[src/pgm_pkg.sv]
// Purpose: constants for the eight-pin port with function selection
// Assumes: 32-bit avalon-mm register bus, byte addresses
// Notes: one register per aligned word
`default_nettype none
package pgm_pkg;
   localparam int PORT_W = 8;
   localparam int ADDR_W = 4;
   localparam logic [ADDR_W-1:0] OFS_LATCH = 4'h0;
   localparam logic [ADDR_W-1:0] OFS_READBACK = 4'h4;
   localparam logic [ADDR_W-1:0] OFS_DIR = 4'h8;
   localparam logic [ADDR_W-1:0] OFS_PULSE_EN = 4'hc;
   localparam logic [PORT_W-1:0] LATCH_RST = 8'h00;
   localparam logic [PORT_W-1:0] DIR_RST = 8'h00;
   localparam logic [PORT_W-1:0] PULSE_EN_RST = 8'h00;
   // value returned for the write-only direction register
   localparam logic [31:0] DIR_READ_VAL = 32'h0000_0000;
   localparam logic [31:0] UNMAPPED_VAL = 32'h0000_0000;
   localparam int SYNC_STAGES = 2;
   // pin bit positions of the shared input functions
   localparam int BIT_CLK_D = 7;
   localparam int BIT_CLK_C = 5;
   localparam int BIT_CLK_B = 3;
   localparam int BIT_CLK_A = 2;
   localparam int BIT_EXT_INTERRUPT_IN_1 = 6;
   localparam int BIT_EXT_INTERRUPT_IN_0 = 4;
endpackage : pgm_pkg
`default_nettype wire

[src/pgm_sync.sv]
// Purpose: two-flop synchroniser for one pin level
// Assumes: single clock domain, clock enable freezes state
// Notes: first stage is read only by the second stage
`default_nettype none
module pgm_sync (
   input wire logic core_clk_i,
   input wire logic reset_n_i,
   input wire logic clk_en_i,
   input wire logic async_i,
   output logic sync_o
);
   import pgm_pkg::*;
   logic meta_reg;
   logic sync_reg;

   always_ff @(posedge core_clk_i or negedge reset_n_i) begin
      if (!reset_n_i) begin
         meta_reg <= 1'b0;
         sync_reg <= 1'b0;
      end else if (clk_en_i) begin
         meta_reg <= async_i;
         sync_reg <= meta_reg;
      end
   end
   assign sync_o = sync_reg;
endmodule : pgm_sync
`default_nettype wire

[src/pgm_port.sv]
// Purpose: eight-pin general port with timer, pattern and irq sharing
// Assumes: avalon-mm slave, one-cycle waitrequest on each access
// Notes: pins are three signals each; enable low means driving
//
// What this block does
// - an 8-bit read/write output latch holds the pin output values, reset 0.
// - an 8-bit read-only pin readback register ignores writes.
// - readback gives the latch bit for outputs and the pin level for inputs.
// - timer out wins, else dir 0 is input, else enable picks latch or pattern.
// - bits 7..0 carry timer ch2 b,a, ch1 b,a, ch0 d,c,b,a.
// - pattern bits 15..8 go to port bits 7..0, each gated by its own enable.
// - input pins feed timer clocks d,c,b,a and external interrupts 1 and 0.
// - eight write-only direction bits reset to 0, 1 meaning output.
// - reading the direction register never returns the stored bits.
//
// The Avalon-MM register port and the register addresses were chosen for this implementation.
`default_nettype none
module pgm_port (
   input wire logic core_clk_i,
   input wire logic reset_n_i,
   input wire logic clk_en_i,
   input wire logic [pgm_pkg::ADDR_W-1:0] avs_address_i,
   input wire logic avs_read_i,
   input wire logic avs_write_i,
   input wire logic [31:0] avs_writedata_i,
   input wire logic [3:0] avs_byteenable_i,
   output logic [31:0] avs_readdata_o,
   output logic avs_waitrequest_o,
   input wire logic [pgm_pkg::PORT_W-1:0] pin_i,
   output logic [pgm_pkg::PORT_W-1:0] pin_o,
   output logic [pgm_pkg::PORT_W-1:0] pin_oe_n_o,
   input wire logic [pgm_pkg::PORT_W-1:0] timer_out_en_i,
   input wire logic [pgm_pkg::PORT_W-1:0] timer_out_i,
   output logic [pgm_pkg::PORT_W-1:0] timer_capture_o,
   input wire logic [pgm_pkg::PORT_W-1:0] pattern_out_i,
   output logic ext_timer_clock_a_o,
   output logic ext_timer_clock_b_o,
   output logic ext_timer_clock_c_o,
   output logic ext_timer_clock_d_o,
   output logic ext_interrupt_in_0_o,
   output logic ext_interrupt_in_1_o
);
   import pgm_pkg::*;

   // ----------------------------------------------------------------
   // elaboration checks
   // ----------------------------------------------------------------
   // the read mux pads the port byte to a 32-bit word
   if (PORT_W != 8) begin : g_bad_width
      $error("port width must be eight bits");
   end
   // the synchroniser module holds exactly two stages
   if (SYNC_STAGES != 2) begin : g_bad_sync
      $error("synchroniser depth must be two");
   end
   if (BIT_CLK_D >= PORT_W || BIT_EXT_INTERRUPT_IN_1 >= PORT_W) begin : g_bad_bits
      $error("shared input bit outside the port");
   end

   // ----------------------------------------------------------------
   // registers
   // ----------------------------------------------------------------
   logic [PORT_W-1:0] latch_reg;
   logic [PORT_W-1:0] dir_reg;
   logic [PORT_W-1:0] pen_reg;
   logic [31:0] rdata_reg;
   logic ack_reg;
   logic [PORT_W-1:0] pin_sync;

   // ----------------------------------------------------------------
   // pin synchronisers
   // ----------------------------------------------------------------
   for (genvar g = 0; g < PORT_W; g++) begin : g_sync
      pgm_sync u_sync (
         .core_clk_i(core_clk_i),
         .reset_n_i(reset_n_i),
         .clk_en_i(clk_en_i),
         .async_i(pin_i[g]),
         .sync_o(pin_sync[g])
      );
   end

   // ----------------------------------------------------------------
   // bus decode
   // ----------------------------------------------------------------
   wire req = avs_read_i | avs_write_i;
   wire take = req & ~ack_reg & clk_en_i;
   wire wr_lane0 = take & avs_write_i & avs_byteenable_i[0];
   wire hit_latch = (avs_address_i == OFS_LATCH);
   wire hit_rb = (avs_address_i == OFS_READBACK);
   wire hit_dir = (avs_address_i == OFS_DIR);
   wire hit_pen = (avs_address_i == OFS_PULSE_EN);
   wire [PORT_W-1:0] readback = (dir_reg & latch_reg) |
                                (~dir_reg & pin_sync);
   wire [31:0] rd_mux =
      hit_latch ? {24'h000000, latch_reg} :
      hit_rb ? {24'h000000, readback} :
      hit_dir ? DIR_READ_VAL :
      hit_pen ? {24'h000000, pen_reg} : UNMAPPED_VAL;

   always_ff @(posedge core_clk_i or negedge reset_n_i) begin
      if (!reset_n_i) begin
         latch_reg <= LATCH_RST;
         dir_reg <= DIR_RST;
         pen_reg <= PULSE_EN_RST;
      end else if (wr_lane0) begin
         if (hit_latch) latch_reg <= avs_writedata_i[PORT_W-1:0];
         if (hit_dir) dir_reg <= avs_writedata_i[PORT_W-1:0];
         if (hit_pen) pen_reg <= avs_writedata_i[PORT_W-1:0];
         // readback ignores writes
      end
   end

   always_ff @(posedge core_clk_i or negedge reset_n_i) begin
      if (!reset_n_i) begin
         ack_reg <= 1'b0;
         rdata_reg <= 32'h0000_0000;
      end else if (clk_en_i) begin
         ack_reg <= take;
         if (take & avs_read_i) rdata_reg <= rd_mux;
      end
   end

   // ack cycle: waitrequest drops, read data is already registered
   assign avs_waitrequest_o = ~ack_reg;
   assign avs_readdata_o = rdata_reg;

   // ----------------------------------------------------------------
   // pin function selection
   // ----------------------------------------------------------------
   wire [PORT_W-1:0] pat_sel = dir_reg & pen_reg & pattern_out_i;
   wire [PORT_W-1:0] gp_val = pat_sel | (dir_reg & ~pen_reg & latch_reg);
   // timer output overrides direction and enable
   assign pin_o = (timer_out_en_i & timer_out_i) |
                  (~timer_out_en_i & gp_val);
   assign pin_oe_n_o = ~(timer_out_en_i | dir_reg);
   wire [PORT_W-1:0] is_in = ~timer_out_en_i & ~dir_reg;
   assign timer_capture_o = pin_sync & is_in;
   assign ext_timer_clock_d_o = pin_sync[BIT_CLK_D] & is_in[BIT_CLK_D];
   assign ext_timer_clock_c_o = pin_sync[BIT_CLK_C] & is_in[BIT_CLK_C];
   assign ext_timer_clock_b_o = pin_sync[BIT_CLK_B] & is_in[BIT_CLK_B];
   assign ext_timer_clock_a_o = pin_sync[BIT_CLK_A] & is_in[BIT_CLK_A];
   assign ext_interrupt_in_1_o = pin_sync[BIT_EXT_INTERRUPT_IN_1] & is_in[BIT_EXT_INTERRUPT_IN_1];
   assign ext_interrupt_in_0_o = pin_sync[BIT_EXT_INTERRUPT_IN_0] & is_in[BIT_EXT_INTERRUPT_IN_0];
endmodule : pgm_port
`default_nettype wire

[config.mk]
export PLATFORM = sky130hd
export DESIGN_NAME = pgm_port
export DESIGN_NICKNAME = d
export VERILOG_FILES = /design/src/pgm_pkg.sv /design/src/pgm_sync.sv /design/src/pgm_port.sv
export SDC_FILE = /design/constraint.sdc
export NUM_CORES = 1
export LEC_CHECK = 0
export ABC_CLOCK_PERIOD_IN_PS = 1800
export BUFFER_PORTS_ARGS = -buffer_cell sky130_fd_sc_hd__clkbuf_2
export CAP_MARGIN = 20
export CORE_ASPECT_RATIO = 0.75
export CORE_MARGIN = 4
export CORE_UTILIZATION = 45
export CTS_CLUSTER_SIZE = 25
export DETAILED_ROUTE_END_ITERATION = 10
export PLACE_DENSITY = 0.91
export SYNTH_ARGS = -nofsm -noshare
export SYNTH_HDL_FRONTEND = slang
export SYNTH_SLANG_ARGS = --single-unit
[constraint.sdc]
create_clock -name core_clk_i -period 1.8 [get_ports core_clk_i]
set_input_delay 0.18 -clock core_clk_i [delete_from_list [all_inputs] [get_ports core_clk_i]]
set_output_delay 0.18 -clock core_clk_i [all_outputs]
set_load 0.05 [all_outputs]
==> flow_summary_export.csv, run 1 <==
group,metric,value,unit
run_status,outcome,"finished, final reports clean",
global_route,grt_antenna_before_repair,0,
routing,drc,0,
die,io_pins,140,
final_layout,layout-drive-gt1-share,55.28,%
timing,slew_violations,0,
routing,met2_length,3126,um
routing,m1WireLength,2614,um
clock_network,cts_max_level,2,
final_layout,fin_nets,399,
yosys,synth_cell_types,28,
clock_network,clk_latency,0.29,ns
routing,first_pass_iters,4,
clock_network,clk_path_buf_depth,2,
critical_path,reg2reg_slack,0.04,ns
final_layout,fill_cells,473,
routing,dr.max_layer_used,"met4",
clock_network,cts_buffers,5,
clock_network,clkTransAtPathRegs,0.09,ns
die,coreArea,5525,um2
min_path,timing.hold.worst.class,"in2reg",
yosys,synth_warnings,0,
timing,relSlewSlack,59.59,%
final_layout,fin_area,3234,um2
routing,drt_iter0_markers,38,
run,cap_violations,0,
global_route,grt_pass1_wl,10040,um
timing,holdWs,0.1142,ns
pwr,pwr-share-comb,31.1,%
pwr,p_per_area,882.3,nW/um2
yosys,synth_top_cell_area_share,45.97,%
pwr,max-vdd-ir-drop,0.0005804,V
global_route,grt.overflow.total,0,
routing,wl_per_cell,15.70,um
clock_network,cts_root_buf,"clkbuf_8",
routing,wirelength,6231,um
yosys,synth_area_leaders,"dfrtp_1 46%, mux2_2 20%, buf_4 8.4%",
pwr,pwr-share-clk,22.5,%
yosys,synth_top_area_cell,"dfrtp_1",
clock_network,post_cts_buffers,0,
critical_path,required,1.98,ns
yosys,synth_area,2668,um2
die,start_util,48.28,%
pwr,p_int,1.819,mW
critical_path,cp-start-kind,"register",
timing,fin_crit_sh,97.82,%
timing,final_hold_viol_count,0,
die,die_y,74.68,um
routing,vias_per_cell,5.008,
pwr,p_switching,1.034,mW
die,fp-row-count,23,
clock_network,cts_tree,"done",
place,gp_congestion,0.7269,
timing,finalClockSkew,0.003838,ns
pwr,leakage,1.677,nW
final_layout,regArea,1226,um2
final_layout,multi_input_area,1291,um2
routing,vias,1988,
yosys,synthCells,229,
timing,worst_slew_pin_slew,0.6061,ns
yosys,avgSynthCellArea,11.65,um2
timing,fin_crit,1.761,ns
global_route,grtUsageTotal,17.43,%
final_layout,area_growth,21.25,%
timing,tns,0,ns
final_layout,final_util,58.54,%
critical_path,worst-setup-path-type,"reg2reg",
pwr,seqPwrFrac,46.4,%
final_layout,num_antenna_cells,0,
die,dieArea,7236,um2
place,io_buffer_count,88,
place,dp_hpwl,4774,um
pwr,p_sw_share,36.24,%
critical_path,cp.arrival,1.94,ns
clock_network,cts_sinks,49,
yosys,ys_seq_area_share,45.97,%
timing,finalSetupViolations,0,
critical_path,crit_fanout,5,
global_route,grt_pass1_vias,2081,
die,die-width,96.91,um
place,dpl_cell_area,3134,um2
routing,ant_nets,0,
critical_path,setup.worst_path.end_class,"register",
global_route,grt_max_degree,50,
timing,fmax,0.5679,GHz
yosys,ys_ff_latch,49,
routing,met3WireLength,405,um
layout make-up:
type	instances	share of cell area, %
Clock buffer	7	2.669
Inverter	1	0.1161
Tap cell	75	2.901
Multi-Input combinational cell	165	39.92
Sequential cell	49	37.91
Timing Repair Buffer	100	16.48
Yosys cell counts:
cell,instances
clkbuf_1,1
dfrtp_1,49
buf_4,30
or2b_1,1
nor3_1,1
o31ai_1,7
nor2b_1,2
a211oi_1,2
nor2_1,15
nor4b_2,1
mux2_2,48
buf_6,1
buf_1,1
nor4bb_1,1
nand2_1,24
conb_1,1
and2_1,8
mux2i_1,1
buf_2,4
inv_1,1
nor2_8,1
mux2_4,8
o21ai_0,9
nand4b_4,1
nor4_2,1
or4_1,2
a221oi_1,7
nand3b_1,1
metrics by stage:
stage          instances  setup WS, ns  power (mW)
2_1_floorplan        252      -0.05912       2.064
6_report             397       0.03916       2.854
3_3_place_gp         389       0.07380       2.202
4_1_cts              397       0.02363       2.884
5_1_grt              397    -0.0009204       2.998
3_5_place_dp         389       0.04661       2.236
power by group through the flow:
stage	clock network, mW	logic, mW	registers (mW)
6_report	0.643	0.886	1.32
2_1_floorplan	0	0.681	1.38
4_1_cts	0.666	0.893	1.33
5_1_grt	0.711	0.943	1.34
3_3_place_gp	0	0.866	1.34
3_5_place_dp	0	0.889	1.35
cells by family after synthesis:
family	Yosys count	share of synthesized area [%]
other	1	0.1406
buffers and inverters	38	10.04
AO/OA/AOI/OAI	25	6.519
flip-flops	49	45.97
multiplexers	57	25.14
AND/OR/NAND/NOR	59	12.19
path summary, 6_finish.rpt:
check,from,to,depth (start not counted)
setup / recovery,ack_reg,dir_reg[7],4
hold / removal,pin_i[7],g_sync[7].u_sync.meta_reg,2
setup reg to reg,ack_reg,dir_reg[7],4
hold reg to reg,avs_readdata_o[3],avs_readdata_o[3],2
max in group asynchronous,reset_n_i,g_sync[2].u_sync.sync_o,3
min in group asynchronous,reset_n_i,dir_reg[6],3
what timing repair did:
item | 4_1_cts | 5_1_grt
setup endpoints to repair | 0 | 5
gates resized for setup | 0 | 1
hold buffers | 1 | 0
endpoints found under the hold margin | 8 | 0
metal layers:
metal	track usage (%)	vias up
met1	20.75	963
met2	31.65	78
li1	-	937
met5	0	-
met4	5.607	0
met3	4.537	10
placed cells by master, fill, tap and decap left out, drive strengths merged:
| cell | netlist | final |
|---|---|---|
| nand3b | 1 | 1 |
| nand2 | 24 | 24 |
| and2 | 8 | 8 |
| a211oi | 2 | 2 |
| mux2 | 56 | 56 |
| o21ai | 9 | 9 |
| mux2i | 1 | 1 |
| nor4 | 1 | 1 |
| or4 | 2 | 2 |
| clkbuf | 1 | 95 |
| buf | 36 | 11 |
| inv | 1 | 1 |
| nor3 | 1 | 1 |
| conb | 1 | 24 |
| nor4bb | 1 | 1 |
| nor2b | 2 | 2 |
| nor2 | 16 | 16 |
| dlygate4sd3 | 0 | 1 |
| or2b | 1 | 1 |
| o31ai | 7 | 7 |
| nand4b | 1 | 1 |
| nor4b | 1 | 1 |
| dfrtp | 49 | 49 |
| a221oi | 7 | 7 |
critical path, stage by stage (launching register included):
cell      delay, ns
dfrtp_1        0.41
nand4b_4       0.23
or4_4          0.51
buf_4          0.20
mux2_4         0.31
Power figures use the tool's default switching activity.
==> run 2, diff against run 1 <==
--- a/config.mk
+++ b/config.mk
@@ -5,12 +5,13 @@
 export SDC_FILE = /design/constraint.sdc
 export NUM_CORES = 1
 export LEC_CHECK = 0
+export ABC_AREA = 1
 export ABC_CLOCK_PERIOD_IN_PS = 1800
 export BUFFER_PORTS_ARGS = -buffer_cell sky130_fd_sc_hd__clkbuf_2
 export CAP_MARGIN = 20
 export CORE_ASPECT_RATIO = 0.75
 export CORE_MARGIN = 4
-export CORE_UTILIZATION = 45
+export CORE_UTILIZATION = 46
 export CTS_CLUSTER_SIZE = 25
 export DETAILED_ROUTE_END_ITERATION = 10
 export PLACE_DENSITY = 0.91
==> run 2 against run 1 <==
  * Final area rose by 2.0%
  * Synthesized area rose by 6.6%
  * Clock skew up 0.0023 ns
  * Critical endpoint is now pin_o[5]
  * Largest cell class unchanged
==> flow_summary_export.csv, run 2 <==
group,metric,value,unit
timing,finalSetupViolations,0,
final_layout,num_antenna_cells,0,
clock_network,cts_tree,"done",
yosys,synth_commonest_cells,"100 x nand2_1, 49 x dfrtp_1, 35 x inv_1",
run_status,outcome,"finished, final reports clean",
die,die-width,98.80,um
place,dpl_cell_area,3203,um2
yosys,ys_ff_latch,49,
critical_path,cp-start-kind,"register",
pwr,p_per_area,847.5,nW/um2
timing,worst_slew_pin_slew,0.6042,ns
yosys,synth_edf_count,0,
critical_path,worst-setup-path-type,"reg2out",
pwr,max-vdd-ir-drop,0.0002866,V
place,dp_hpwl,5096,um
routing,wirelength,6513,um
yosys,synth_top_family_by_area,"simple AND/OR/NAND/NOR gates",
global_route,grt_max_degree,33,
final_layout,area_growth,16.01,%
yosys,synth_area_leaders,"dfrtp_1 43%, nand2_1 13%, buf_4 7.9%",
final_layout,fill_cells,543,
die,dieArea,7518,um2
yosys,muxShareOfSynthArea,0,%
routing,wl_per_cell,12.62,um
place,gp_congestion,0.8204,
global_route,grt_antenna_before_repair,0,
critical_path,critPathSlowestCell,"dfrtp_1",
routing,first_pass_iters,4,
final_layout,fin_area,3299,um2
yosys,synth_compound_area_share,12.93,%
timing,finalClockSkew,0.006120,ns
critical_path,crit_fanout,4,
yosys,avgSynthCellArea,8.011,um2
timing,fmax,0.6034,GHz
yosys,synthXorXnorAreaFrac,0,%
yosys,synth_cell_types,24,
critical_path,required,1.62,ns
min_path,timing.hold.worst.class,"in2reg",
clock_network,cts_max_level,2,
final_layout,mostFrequentLayoutCell,"nand2_1",
yosys,ys_seq_area_share,43.11,%
clock_network,clk_path_buf_depth,2,
timing,rsz0062_at_grt,"no",
critical_path,cp.arrival,1.48,ns
timing,tns,0,ns
place,io_buffer_count,88,
die,die_y,76.10,um
final_layout,layout-drive-gt1-share,31.28,%
die,fp-row-count,24,
timing,fin_crit,1.657,ns
yosys,synth_area,2844,um2
yosys,synth_warnings,0,
run,cap_violations,0,
critical_path,cp_top_family,"flip-flops",
yosys,synthCells,355,
global_route,grtUsageTotal,17.71,%
clock_network,cts.repair.resized,0,
routing,drt_iter0_markers,109,
pwr,leakage,1.813,nW
timing,fin_crit_sh,92.06,%
routing,drc,0,
critical_path,setup.worst_path.end_class,"output pin",
yosys,synthFlopType,"dfrtp_1",
global_route,grt_pass1_vias,2376,
global_route,grt.overflow.total,0,
final_layout,mostFrequentLayoutCells,"100 x nand2_1, 88 x clkbuf_2, 49 x dfrtp_1",
yosys,yosys.area_share.simple,28.64,%
yosys,yosysMostFrequentCell,"nand2_1",
critical_path,worstPathCellList,"inv_1, nor2_1, nor3_1, o21ai_0, nand2_1, clkbuf_2",
routing,vias_per_cell,4.703,
clock_network,post_cts_buffers,0,
yosys,synthArstFlopShare,100.0,%
global_route,grt_pass1_wl,10950,um
timing,relSlewSlack,59.72,%
final_layout,fin_nets,515,
routing,ant_nets,0,
timing,slew_violations,0,
die,start_util,48.08,%
die,io_pins,140,
clock_network,cts_buffers,5,
yosys,synth_fa_ha_area_share,0,%
clock_network,clkTransAtPathRegs,0.09,ns
timing,final_hold_viol_count,0,
clock_network,cts_root_buf,"clkbuf_8",
clock_network,clk_latency,0.29,ns
routing,vias,2427,
clock_network,cts_sinks,49,
yosys,synth_top_area_cell,"dfrtp_1",
critical_path,slowest_delay,0.43,ns
yosys,synth_top_cell_area_share,43.11,%
die,coreArea,5916,um2
critical_path,crit_buf_inv,2,
run 2: cell count changes in the layout (fill, tap and decap cells not counted), moves of 9 or more:
cell | before | now
a21oi_1 | 0 | 9
o21ai_0 | 1 | 15
nand2_1 | 24 | 100
buf_4 | 11 | 1
nand3_1 | 0 | 25
inv_1 | 1 | 35
o21ai_2 | 0 | 24
nor2_1 | 9 | 32
mux2_2 | 48 | 0
run 2: cells by family (layout without fill, tap and decap cells):
logic type | Yosys count | after routing
other | 1 | 24
buffers and inverters | 75 | 135
DFF | 49 | 49
and+or+nand+nor | 177 | 177
AOI/OAI and AO/OA | 53 | 53
run 2: area by class of cell:
| cell class | instances | area (um2) | share of cell area [%] |
|---|---|---|---|
| well taps | 78 | 97.59 | 2.958 |
| inverters | 37 | 138.9 | 4.209 |
| repair buffers | 91 | 478.0 | 14.49 |
| multi-input cells | 254 | 1272 | 38.57 |
| clock buffers | 7 | 86.33 | 2.617 |
| flip-flops and latches | 49 | 1226 | 37.16 |
run 2: power by group:
group / switching (mW) / total, mW / internal, mW / leakage [nW]
Clock: 0.333 / 0.639 / 0.305 / 0.0443
Sequential: 0.0944 / 1.30 / 1.21 / 0.637
Combinational: 0.644 / 0.854 / 0.210 / 1.13
Total: 1.07 / 2.80 / 1.72 / 1.81
run 2: what timing repair did:
| item | in CTS | in global routing |
|---|---|---|
| hold buffers | 1 | 0 |
| hold endpoints to repair | 22 | 0 |
| endpoints found under the setup margin | 0 | 0 |
run 2: worst paths after layout:
check / startpoint / slack, ns / cells past startpoint / to
worst max-delay path: pen_reg[5] / 0.14 / 6 / pin_o[5]
worst min-delay path: pin_i[2] / 0.09 / 3 / g_sync[2].u_sync.meta_reg
worst max register to register: ack_reg / 0.51 / 6 / dir_reg[0]
worst min register to register: avs_readdata_o[7] / 0.49 / 2 / avs_readdata_o[7]
max in group asynchronous: reset_n_i / 0.83 / 3 / avs_readdata_o[2]
min in group asynchronous: reset_n_i / 0.43 / 2 / g_sync[1].u_sync.meta_reg
run 2: worst min-delay path: cells and delay by family:
kind | cells | cell delay [ns]
buffers and inverters | 1 | 0.08
AND/OR/NAND/NOR | 1 | 0.04
AO/OA/AOI/OAI | 1 | 0.06
run 2: layer usage:
layer / vias up / share of wire [%] / global-route usage [%]
met4: 0 / 1.8 / 5.593
met2: 94 / 49 / 29.49
li1: 1233 / - / -
met3: 9 / 6.2 / 2.470
met5: - / 0 / 0
met1: 1091 / 43 / 23.77
run 2: stage by stage:
stage	power, mW	worst slack [ns]	hold WS [ns]	cells	utilization [%]
global placement	2.154	0.5267	0.2017	508	54.15
global route	2.947	0.02883	0.09519	516	55.77
CTS	2.812	0.1408	0.08907	516	55.77
finish	2.796	0.1428	0.09121	516	55.77
floorplan	2.016	0.08753	-0.1156	378	-
detailed placement	2.178	0.4731	0.2104	508	54.15
